File: src/rtl/tcp_pkg.sv
package tcp_pkg;
  // command A field layout
  localparam int unsigned CA_IOC_BIT = 31;
  localparam int unsigned CA_RSV_HI = 30;
  localparam int unsigned CA_RSV_LO = 26;
  localparam int unsigned CA_ALIGN_HI = 25;
  localparam int unsigned CA_ALIGN_LO = 24;
  localparam int unsigned CA_OFFS_HI = 20;
  localparam int unsigned CA_OFFS_LO = 16;
  localparam int unsigned CA_FIRST_BIT = 13;
  localparam int unsigned CA_LAST_BIT = 12;
  localparam int unsigned CA_SIZE_HI = 10;
  localparam int unsigned CA_SIZE_LO = 0;
  // command B field layout
  localparam int unsigned CB_TAG_HI = 31;
  localparam int unsigned CB_TAG_LO = 16;
  localparam int unsigned CB_LEN_HI = 10;
  localparam int unsigned CB_LEN_LO = 0;
  // buffer end alignment codes
  localparam logic [1:0] ALIGN_4 = 2'h0;
  localparam logic [1:0] ALIGN_16 = 2'h1;
  localparam logic [1:0] ALIGN_32 = 2'h2;
  // word masks used to round a word count up to the alignment
  localparam logic [11:0] AMASK_4 = 12'h000;
  localparam logic [11:0] AMASK_16 = 12'h003;
  localparam logic [11:0] AMASK_32 = 12'h007;
  // host register byte offsets
  localparam logic [7:0] REG_CMD_A = 8'h00;
  localparam logic [7:0] REG_CMD_B = 8'h04;
  localparam logic [7:0] REG_DATA = 8'h08;
  localparam logic [7:0] REG_INT_STS = 8'h0c;
  localparam logic [7:0] REG_INT_MASK = 8'h10;
  localparam logic [7:0] REG_TX_STAT = 8'h14;
  localparam logic [7:0] REG_PHASE = 8'h18;
  // interrupt status bit positions
  localparam int unsigned IS_LOADED = 0;
  localparam int unsigned IS_TXERR = 1;
  localparam int unsigned IS_STAT = 2;
  localparam int unsigned IS_ORDER = 3;
  localparam int unsigned IS_W = 4;
  // reset values
  localparam logic [31:0] RST_WORD = 32'h0000_0000;
  localparam logic [3:0] RST_MASK = 4'h0;
  localparam logic [15:0] RST_TAG = 16'h0000;
  localparam logic [11:0] RST_CNT = 12'h000;
  // parser and host phases
  typedef enum logic [1:0] {PH_CMD_A, PH_CMD_B, PH_BODY} tcp_phase_type;
endpackage : tcp_pkg

File: src/rtl/tcp_link_if.sv
`timescale 1ns/10ps
interface tcp_link_if;
  logic wr_vld; // one data fifo word this cycle
  logic [31:0] wr_data;
  logic txe_pls; // transmitter_error_flag event
  logic done_pls; // tx_buffer_loaded_flag event
  logic stat_vld; // packet status word
  logic [15:0] stat_tag;
  logic stat_err;
  modport host (output wr_vld, output wr_data, input txe_pls, input done_pls,
    input stat_vld, input stat_tag, input stat_err);
  modport dev (input wr_vld, input wr_data, output txe_pls, output done_pls,
    output stat_vld, output stat_tag, output stat_err);
endinterface : tcp_link_if

File: src/rtl/tcp_dev.sv
// Decided for this implementation: the register offsets and the address-and-strobe port.
`timescale 1ns/10ps
// Summary of operation
// - two command words precede every buffer
// - host sends both words per buffer
// - differing command B within packet flags error
// - packet tag returned in status word
// - interrupt bit raises buffer-loaded flag
// - reserved command A bits written zero
// - end alignment padding dropped by device
// - host writes A, then B, then data
// - bytes before start offset are ignored
// - length mismatch versus received bytes flags error
module tcp_dev (
  input wire logic CLK_I,
  input wire logic ARST_N_I,
  tcp_link_if.dev LINK,
  output logic PAY_VLD_O,
  output logic [31:0] PAY_DATA_O,
  output logic [3:0] PAY_BE_O,
  output logic PAY_LAST_O
);
  import tcp_pkg::*;

  tcp_phase_type phase_q;
  logic [31:0] cmd_a_q;
  logic [31:0] pkt_b_q;
  logic in_pkt_q;
  logic pkt_err_q;
  logic [15:0] pkt_bytes_q;
  logic [11:0] widx_q;
  logic [11:0] total_q;
  logic [11:0] start_q;
  logic [11:0] end_q;

  logic [11:0] a_offs;
  logic [11:0] a_end;
  logic [11:0] a_words;
  logic [11:0] a_mask;
  logic [11:0] a_total;
  logic take_a;
  logic take_b;
  logic take_w;
  logic b_empty;
  logic buf_end;
  logic b_mismatch;
  logic orphan;
  logic [3:0] lane_en;
  logic [2:0] lane_cnt;
  logic [15:0] bytes_nx;
  logic len_bad;

  assign take_a = LINK.wr_vld && (phase_q == PH_CMD_A);
  assign take_b = LINK.wr_vld && (phase_q == PH_CMD_B);
  assign take_w = LINK.wr_vld && (phase_q == PH_BODY);

  // buffer geometry from command A; reserved bits 30:26 are not looked at
  always_comb begin
    a_offs = {7'h00, LINK.wr_data[CA_OFFS_HI:CA_OFFS_LO]};
    a_end = a_offs + {1'b0, LINK.wr_data[CA_SIZE_HI:CA_SIZE_LO]};
    a_words = 12'((a_end + 12'h003) >> 2);
    case (LINK.wr_data[CA_ALIGN_HI:CA_ALIGN_LO])
      ALIGN_16: a_mask = AMASK_16;
      ALIGN_32: a_mask = AMASK_32;
      // reserved code falls back to no padding rather than stalling
      default: a_mask = AMASK_4;
    endcase
    a_total = (a_words + a_mask) & ~a_mask;
  end

  // per byte lane: inside [start, end) means payload, else lead or pad
  generate
    for (genvar k = 0; k < 4; k++) begin : g_lane
      logic [11:0] pos;
      assign pos = {widx_q[9:0], 2'(k)};
      assign lane_en[k] = take_w && (pos >= start_q) && (pos < end_q);
    end
  endgenerate

  // count of payload bytes in the current word
  always_comb begin
    lane_cnt = 3'h0;
    for (int i = 0; i < 4; i++) begin
      lane_cnt = lane_cnt + {2'h0, lane_en[i]};
    end
  end

  // an empty buffer (no offset, no size) ends right at command B
  assign b_empty = (total_q == RST_CNT);
  assign buf_end = (take_b && b_empty) || (take_w && (widx_q == total_q - 12'h001));
  assign b_mismatch = take_b && in_pkt_q && !cmd_a_q[CA_FIRST_BIT] &&
                      (LINK.wr_data != pkt_b_q);
  assign orphan = take_b && !in_pkt_q && !cmd_a_q[CA_FIRST_BIT];

  // running byte total including this cycle's contribution
  always_comb begin
    bytes_nx = pkt_bytes_q;
    if (take_b && cmd_a_q[CA_FIRST_BIT]) begin
      bytes_nx = RST_TAG;
    end else if (take_w) begin
      bytes_nx = pkt_bytes_q + {13'h0000, lane_cnt};
    end
  end

  // length seen against command B length; a command B being written in this cycle is used directly
  always_comb begin
    if (take_b) begin
      len_bad = (bytes_nx != {5'h00, LINK.wr_data[CB_LEN_HI:CB_LEN_LO]});
    end else begin
      len_bad = (bytes_nx != {5'h00, pkt_b_q[CB_LEN_HI:CB_LEN_LO]});
    end
  end

  // word phase: command A, command B, then the buffer body
  always_ff @(posedge CLK_I or negedge ARST_N_I) begin
    if (!ARST_N_I) begin
      phase_q <= PH_CMD_A;
    end else begin
      case (phase_q)
        PH_CMD_A: if (take_a) phase_q <= PH_CMD_B;
        PH_CMD_B: if (take_b) phase_q <= b_empty ? PH_CMD_A : PH_BODY;
        PH_BODY: if (buf_end) phase_q <= PH_CMD_A;
        default: phase_q <= PH_CMD_A;
      endcase
    end
  end

  // geometry latched from command A
  always_ff @(posedge CLK_I or negedge ARST_N_I) begin
    if (!ARST_N_I) begin
      cmd_a_q <= RST_WORD;
      total_q <= RST_CNT;
      start_q <= RST_CNT;
      end_q <= RST_CNT;
    end else if (take_a) begin
      cmd_a_q <= LINK.wr_data;
      total_q <= a_total;
      start_q <= a_offs;
      end_q <= a_end;
    end
  end

  // word position inside the buffer body
  always_ff @(posedge CLK_I or negedge ARST_N_I) begin
    if (!ARST_N_I) begin
      widx_q <= RST_CNT;
    end else if (take_b) begin
      widx_q <= RST_CNT;
    end else if (take_w) begin
      widx_q <= widx_q + 12'h001;
    end
  end

  // packet context: reference command B, byte total, error memory
  always_ff @(posedge CLK_I or negedge ARST_N_I) begin
    if (!ARST_N_I) begin
      pkt_b_q <= RST_WORD;
      in_pkt_q <= 1'b0;
      pkt_err_q <= 1'b0;
      pkt_bytes_q <= RST_TAG;
    end else begin
      pkt_bytes_q <= bytes_nx;
      if (take_b && cmd_a_q[CA_FIRST_BIT]) begin
        // a new first segment restarts the packet even if one was open
        pkt_b_q <= LINK.wr_data;
        in_pkt_q <= 1'b1;
        pkt_err_q <= 1'b0;
      end else if (b_mismatch || orphan) begin
        pkt_err_q <= 1'b1;
        in_pkt_q <= 1'b1;
      end
      if (buf_end && cmd_a_q[CA_LAST_BIT]) begin
        in_pkt_q <= 1'b0;
      end
    end
  end

  // status word at the end of the last segment carries the tag unchanged
  always_ff @(posedge CLK_I or negedge ARST_N_I) begin
    if (!ARST_N_I) begin
      LINK.stat_vld <= 1'b0;
      LINK.stat_tag <= RST_TAG;
      LINK.stat_err <= 1'b0;
    end else begin
      LINK.stat_vld <= buf_end && cmd_a_q[CA_LAST_BIT];
      if (buf_end && cmd_a_q[CA_LAST_BIT]) begin
        LINK.stat_tag <= take_b ? LINK.wr_data[CB_TAG_HI:CB_TAG_LO]
                                : pkt_b_q[CB_TAG_HI:CB_TAG_LO];
        LINK.stat_err <= pkt_err_q || b_mismatch || orphan || len_bad;
      end
    end
  end

  // event pulses back to the host
  always_ff @(posedge CLK_I or negedge ARST_N_I) begin
    if (!ARST_N_I) begin
      LINK.txe_pls <= 1'b0;
      LINK.done_pls <= 1'b0;
    end else begin
      LINK.txe_pls <= b_mismatch || orphan ||
                      (buf_end && cmd_a_q[CA_LAST_BIT] && len_bad);
      LINK.done_pls <= buf_end && cmd_a_q[CA_IOC_BIT];
    end
  end

  // payload toward the mac; lead bytes and padding words never appear
  always_ff @(posedge CLK_I or negedge ARST_N_I) begin
    if (!ARST_N_I) begin
      PAY_VLD_O <= 1'b0;
      PAY_DATA_O <= RST_WORD;
      PAY_BE_O <= 4'h0;
      PAY_LAST_O <= 1'b0;
    end else begin
      PAY_VLD_O <= |lane_en;
      PAY_BE_O <= lane_en;
      PAY_LAST_O <= (|lane_en) && cmd_a_q[CA_LAST_BIT] &&
                    ({widx_q[9:0], 2'h3} >= end_q - 12'h001);
      if (take_w) begin
        PAY_DATA_O <= LINK.wr_data;
      end
    end
  end
endmodule : tcp_dev

File: src/flat_wrapper.sv
// flat-port wrapper written by rule: the top's interface ports become plain ports
module tcp_dev_flat import tcp_pkg::*;
  (CLK_I, ARST_N_I, PAY_VLD_O, PAY_DATA_O, PAY_BE_O, PAY_LAST_O, LINK_wr_vld, LINK_wr_data, LINK_txe_pls, LINK_done_pls, LINK_stat_vld, LINK_stat_tag, LINK_stat_err);
  tcp_link_if LINK_i ();
  input wire logic CLK_I;
  input wire logic ARST_N_I;
  output logic PAY_VLD_O;
  output logic [31:0] PAY_DATA_O;
  output logic [3:0] PAY_BE_O;
  output logic PAY_LAST_O;
  input wire logic [$bits(LINK_i.wr_vld)-1:0] LINK_wr_vld;
  input wire logic [$bits(LINK_i.wr_data)-1:0] LINK_wr_data;
  output wire logic [$bits(LINK_i.txe_pls)-1:0] LINK_txe_pls;
  output wire logic [$bits(LINK_i.done_pls)-1:0] LINK_done_pls;
  output wire logic [$bits(LINK_i.stat_vld)-1:0] LINK_stat_vld;
  output wire logic [$bits(LINK_i.stat_tag)-1:0] LINK_stat_tag;
  output wire logic [$bits(LINK_i.stat_err)-1:0] LINK_stat_err;
  assign LINK_i.wr_vld = LINK_wr_vld;
  assign LINK_i.wr_data = LINK_wr_data;
  assign LINK_txe_pls = LINK_i.txe_pls;
  assign LINK_done_pls = LINK_i.done_pls;
  assign LINK_stat_vld = LINK_i.stat_vld;
  assign LINK_stat_tag = LINK_i.stat_tag;
  assign LINK_stat_err = LINK_i.stat_err;
  tcp_dev u_core (.CLK_I(CLK_I), .ARST_N_I(ARST_N_I), .LINK(LINK_i), .PAY_VLD_O(PAY_VLD_O), .PAY_DATA_O(PAY_DATA_O), .PAY_BE_O(PAY_BE_O), .PAY_LAST_O(PAY_LAST_O));
endmodule
File: config.mk
export PLATFORM = sky130hd
export DESIGN_NAME = tcp_dev_flat
export DESIGN_NICKNAME = d
export VERILOG_FILES = /design/src/rtl/tcp_pkg.sv /design/src/rtl/tcp_link_if.sv /design/src/rtl/tcp_dev.sv /design/src/flat_wrapper.sv
export SDC_FILE = /design/constraint.sdc
export NUM_CORES = 1
export LEC_CHECK = 0
export BUFFER_PORTS_ARGS = -buffer_cell sky130_fd_sc_hd__clkbuf_2
export CAP_MARGIN = 20
export CELL_PAD_IN_SITES_DETAIL_PLACEMENT = 1
export CELL_PAD_IN_SITES_GLOBAL_PLACEMENT = 1
export CORE_MARGIN = 5
export CORE_UTILIZATION = 49
export CTS_CLUSTER_SIZE = 16
export DETAILED_ROUTE_END_ITERATION = 8
export PLACE_DENSITY_LB_ADDON = 0.1
export SYNTH_ARGS = -nofsm -noshare
export SYNTH_HDL_FRONTEND = slang
export SYNTH_SLANG_ARGS = --single-unit
export TNS_END_PERCENT = 50
File: constraint.sdc
create_clock -name CLK_I -period 12.7 [get_ports CLK_I]
set_input_delay 0.635 -clock CLK_I [delete_from_list [all_inputs] [get_ports CLK_I]]
set_output_delay 0.635 -clock CLK_I [all_outputs]
set_load 0.005 [all_outputs]
[Word-level counts from Yosys, hierarchy flattened]
Cells that the tools add are included.
Word-level totals
  bits in registers: 183
  input port bits: 35
  output and inout port bits: 58
  logic and storage cells: 106
Operators by class
  $add $sub $neg: 10
  $lt $le $gt $ge: 9
  equal/unequal tests: 11
  muxes and demuxes: 16
  bitwise logic cells: 2
  reductions and logical operators: 39
Operators with widths (number)
  $ge A12 B5 Y1: 4
  $lt A12 B12 Y1: 4
  $mux W16: 3
  $ne A16 B11 Y1: 2
  $ne A32 B32 Y1: 1
  $logic_and A1 B1 Y1: 24
  $mux W12: 2
  $sub A12 B1 Y12 const B: 2
  $add A16 B3 Y16: 1
  $add A12 B1 Y12 const B: 1
  $add A12 B2 Y12 const B: 1
  $add A5 B11 Y12: 1
  $and A12 B12 Y12: 1
  $eq A12 B12 Y1: 1
  $ge A12 B12 Y1: 1
  $logic_not A12 Y1: 1
  $not A3 Y12: 1
  $add A10 B3 Y11: 1
  $mux W2: 4
  $add A3 B1 Y3: 2
  $logic_or A1 B1 Y1: 6
  $ne A2 B1 Y1 const B: 3
  $pmux W2 S3: 1
  $pmux W3 S2: 1
  other kinds (10): 18

[Depth between registers and ports, before layout]
  depth in word-level cells: 14
  mapped depth: 23
  mapped depth without buffers: 23

[Least setup slack after synthesis]
OpenSTA, ideal clock, no wires.
  path kind: register -> register
  start point: register u_core.widx_q[3]
  end point: register u_core.LINK.stat_err
  library setup time: 0.138 ns
  arrival: 4.916 ns
  required time: 12.562 ns
  path slack: 7.646 ns
  stages on the path, launching flop included: 23
  path buffers: 0
  clock period less this slack: 5.054 ns
  cell sequence: dfrtp_1 > ha_1 > a21o_1 > a21o_1 > a21oi_1 > o211ai_1 > nor4_1 > inv_1 > ha_1 > inv_1 > fa_1 > inv_1 > ha_1 > inv_1 > fa_1 > nand2b_1 > a2111oi_0 > mux2i_1 > xor2_1 > o311a_1 > nand4_1 > nor4_1 > a31oi_1
On the way
  longest elaborated chain between the ends: 12
  elaborated cells between the ends (all ways): 30
  classes of those cells: add/sub (4); order compare (8); eq/ne (3); mux (3); reduce/logical (12)
Ends and longest elaborated chain
  start: declaration: line tcp_dev.sv:31  | logic [11:0] widx_q;
  start signal: assignment: line tcp_dev.sv:150  | widx_q <= widx_q + 12'h001;
  $ge A12 B5 Y1: line tcp_dev.sv:76  | assign lane_en[k] = take_w && (pos >= start_q) && (pos < end_q);
  $logic_and A1 B1 Y1: line tcp_dev.sv:76
  $logic_and A1 B1 Y1 (*): line tcp_dev.sv:76
  via u_core.lane_en[0]: line tcp_dev.sv:48  | logic [3:0] lane_en;
  $add A1 B1 Y2 (*): line tcp_dev.sv:84  | lane_cnt = lane_cnt + {2'h0, lane_en[i]};
  $add A3 B1 Y3 (*) (2 in a row): line tcp_dev.sv:84
  $add A16 B3 Y16 (*): line tcp_dev.sv:101  | bytes_nx = pkt_bytes_q + {13'h0000, lane_cnt};
  $mux W16 (*): line tcp_dev.sv:100  | end else if (take_w) begin
  $mux W16 (*): line tcp_dev.sv:98  | if (take_b && cmd_a_q[CA_FIRST_BIT]) begin
  via u_core.bytes_nx[8]: line tcp_dev.sv:50  | logic [15:0] bytes_nx;
  $ne A16 B11 Y1, on equally long branches: line tcp_dev.sv:110, tcp_dev.sv:108
  $mux W1 (*): line tcp_dev.sv:107  | if (take_b) begin
  $logic_or A1 B1 Y1 (*): line tcp_dev.sv:189  | LINK.stat_err <= pkt_err_q || b_mismatch || orphan || len_bad;
  end signal: assignment: line tcp_dev.sv:189
  end: declaration: line tcp_link_if.sv:13  | output stat_vld, output stat_tag, output stat_err);
Mark *: on every way through the listed nets, which the timed path passes. The rest lies on a longest branch.
A chain may end at the register's enable or synchronous reset.

[Final worst setup path]
Ends and elaborated chain as after synthesis.

==> flow_summary.yaml <==
outcome:
  status: "complete, no violations"
critical_path:
  worstReg2RegStart: "u_core.widx_q[3]"
  cp.required_ns: 12.99
  max_stage_delay_ns: 0.54
  startpoint_type: "flop"
  path_cells: "ha_1, a21o_1, a21o_1, a21oi_1, o211ai_1, nor4_1, inv_1, ha_1, inv_1, fa_1, inv_1, ha_1, inv_1, fa_1, nand2b_1, a2111oi_0, mux2i_1, xor2_1, o311a_1, nand4_1, nor4_1, a31oi_1"
  crit_path_frequent_cell: "inv_1"
  path_class: "reg2reg"
  reg2reg_to: "u_core.LINK.stat_err"
  path_delay_family: "adder cells"
  critPathBufInv: 4
  worstSetupEndpointType: "flop"
  cp_max_fo: 8
  arrival_ns: 6.10
  ff2ff_path_depth: 22
  ff2ff_setup_slack_ns: 6.89
  critical_path.slowest_cell: "nor4_1"
timing:
  setup_slack_ns: 6.892
  setup_viol: 0
  max_freq_ghz: 0.1722
  worst_pin_slew_ns: 0.9605
  relSlewSlack: 0.3578
  maxSlewViolCount: 0
  post-route-period-util: 0.4573
  rsz0062_at_grt: "no"
  finalClockSkew_ns: 0.01385
  period_minus_slack_ns: 5.808
  timing_hold_violations_final: 0
  setup-tns-final_ns: 0
floorplan:
  die_area_sq_um: 21040
  die_h_um: 145.1
  initial_core_util: 0.4976
  die_w_um: 145.1
  io_pins: 93
  core_sq_um: 17960
  rows: 49
cts:
  clockBufferDepth: 2
  cts_tree: "done"
  cts_setup_buffers: 0
  root_buffer: "clkbuf_16"
  insertion_delay_ns: 0.43
  cts_sinks: 153
  post_cts_resized: 0
  hold_buffers: 0
  htreeDepth: 4
  cts.clk_slew.worst_paths_ns: 0.07
  numCtsBuffers: 17
placement:
  dp_hpwl_mm: 18.56
  dpl_worst_slack_ns: 6.943
  place_congestion: 0.8493
  port_buffers: 92
finish:
  final_core_util: 0.5647
  layout-drive-gt1-share: 0.1316
  register_area_sq_um: 3829
  multi_input_area_sq_um: 4733
  syn_to_final_growth_pct: 13.49
  nets: 1169
  antennaDiodeCount: 0
  layout_commonest_cell: "nand2_1"
  num-fill-cells: 2143
  final_cell_mix: "nand2_1 (256), dfrtp_1 (153), clkbuf_2 (91), xnor2_1 (64), o21ai_0 (63)"
logic_synthesis:
  ys_async_sr_fraction: 1.000
  postSynthAreaPerCell_sq_um: 8.755
  yosys_warnings: 0
  syn_nets: 1101
  netlist_instances: 1021
  synth.ff_latch_count: 153
  ys_seq_area_frac: 0.4283
  synth.distinct_cells: 67
  synth_ff_type: "dfrtp_1"
  syn_area_sq_um: 8939
  synth_edf_count: 0
power:
  pwr-share-seq: 0.381
  p_sw_mw: 0.8564
  p_int_mw: 1.268
  combPwrFrac: 0.381
  p_leak_nw: 4.923
  p_clk_frac: 0.238
  powerDensity_nw_per_um2: 209.4
  peakVddDrop_uv: 96.67
  switching_share: 0.4031
grt:
  grt_pass1_wl_mm: 43.39
  grt_use_total: 0.2527
  grt_antenna_before_repair: 0
  grt_overflow: 0
  grt_max_degree: 106
  grt_pass1_vias: 8224
route:
  wl_mm: 26.34
  viasPerCell: 5.694
  drt_iter0_drc: 326
  route.vias.total: 7579
  wl_per_cell_um: 19.79
  firstDrtPassIters: 4
  ant_nets: 0
  drc_errors: 0
min_path:
  hp-class: "in2async"
job:
  cap_violations: 0
-- synth_stat cells (4+ instances only) --
master,n,area share
a2111oi_0,7,0.0069
a21o_1,9,0.0076
a21oi_1,23,0.013
a31oi_1,7,0.0049
and3_1,8,0.0056
buf_2,5,0.0028
clkbuf_1,43,0.018
dfrtp_1,153,0.43
ha_1,42,0.059
inv_1,44,0.018
mux2i_1,26,0.029
nand2_1,256,0.11
nand2b_1,23,0.016
nand3_1,29,0.016
nand4_1,17,0.012
nor2_1,48,0.020
nor2b_1,5,0.0035
nor3_1,22,0.012
nor4_1,9,0.0063
nor4b_1,4,0.0039
o211ai_1,9,0.0076
o21a_1,6,0.0050
o21ai_0,63,0.035
o31ai_1,5,0.0042
or3_1,5,0.0035
xnor2_1,64,0.063
xor2_1,24,0.024
-- worst reg2reg max path: stages, from the launching register on --
cell       delay (ns)
dfrtp_1          0.48
ha_1             0.34
a21o_1           0.18
a21o_1           0.18
a21oi_1          0.16
o211ai_1         0.18
nor4_1           0.54
inv_1            0.10
ha_1             0.34
inv_1            0.06
fa_1             0.43
inv_1            0.07
ha_1             0.16
inv_1            0.06
fa_1             0.38
nand2b_1         0.23
a2111oi_0        0.52
mux2i_1          0.32
xor2_1           0.17
o311a_1          0.18
nand4_1          0.09
nor4_1           0.39
a31oi_1          0.14
-- metal layers --
layer	global-route usage	routed length [um]	up-vias
li1	-	-	3604
met2	0.4320	13110	138
met5	0	0	-
met1	0.3234	11630	3808
met3	0.05363	990	29
met4	0.07556	606	0
-- stage by stage --
stage | instances | hold slack (ns) | cell area (sq um) | power, mW
6_report | 1331 | 0.09181 | 10140 | 2.124
5_1_grt | 1331 | 0.09176 | 10140 | 2.283
4_1_cts | 1330 | 0.3860 | 10120 | 2.139
3_5_place_dp | 1298 | 0.4625 | 9540 | 1.617
3_3_place_gp | 1298 | 0.4572 | 9540 | 1.580
2_1_floorplan | 1021 | 0.3394 | 8939 | 1.330
-- kinds of logic (layout without fill, tap and decap cells) --
group / after synthesis / after routing / synth area share
mux: 28 / 28 / 0.03205
simple gates: 448 / 448 / 0.2266
xor+xnor: 88 / 88 / 0.08623
compound gates: 162 / 162 / 0.1174
fa+ha+maj: 46 / 46 / 0.06663
buf+inv: 96 / 177 / 0.04269
flops: 153 / 153 / 0.4283
-- final cells by class --
| cell class | count | share of cell area |
|---|---|---|
| multi-input cells | 772 | 0.4666 |
| flip-flops and latches | 153 | 0.3774 |
| repair buffers | 101 | 0.05464 |
| clock buffers | 19 | 0.04366 |
| well taps | 229 | 0.02824 |
| inverters | 44 | 0.01628 |
| clock inverters | 13 | 0.01320 |
-- worst max-delay path by stage --
stage | cells after the start | start | slack, ns | endpoint
2_1_floorplan | 22 | u_core.widx_q[3] | 7.65 | u_core.LINK.stat_err
3_3_place_gp | 22 | u_core.widx_q[3] | 7.19 | u_core.LINK.stat_err
3_5_place_dp | 22 | u_core.widx_q[3] | 6.94 | u_core.LINK.stat_err
4_1_cts | 22 | u_core.widx_q[3] | 6.91 | u_core.LINK.stat_err
5_1_grt | 22 | u_core.widx_q[7] | 6.52 | u_core.LINK.txe_pls
6_report | 22 | u_core.widx_q[3] | 6.89 | u_core.LINK.stat_err
-- state kept, by name, indices dropped and copies added (netlist names) --
| register | flops |
|---|---|
| u_core.widx_q | 12 |
| u_core.LINK.stat_tag | 16 |
| u_core.cmd_a_q | 8 |
| u_core.pkt_b_q | 32 |
| u_core.PAY_BE_O | 4 |
| u_core.PAY_VLD_O | 1 |
| u_core.in_pkt_q | 1 |
| u_core.phase_q | 2 |
| u_core.LINK.stat_vld | 1 |
| u_core.pkt_err_q | 1 |
| u_core.LINK.txe_pls | 1 |
| u_core.LINK.stat_err | 1 |
| u_core.total_q | 11 |
| u_core.PAY_LAST_O | 1 |
| u_core.pkt_bytes_q | 16 |
| u_core.end_q | 12 |
| u_core.LINK.done_pls | 1 |
| u_core.PAY_DATA_O | 32 |
-- power groups by stage --
| stage | combinational [mW] | sequential [mW] | clock [mW] |
|---|---|---|---|
| floorplan | 0.570 | 0.760 | 0 |
| global placement | 0.776 | 0.804 | 0 |
| detailed placement | 0.807 | 0.810 | 0 |
| CTS | 0.818 | 0.807 | 0.514 |
| global route | 0.917 | 0.832 | 0.535 |
| finish | 0.809 | 0.810 | 0.505 |
No activity file was read; power rests on OpenSTA's default activity.
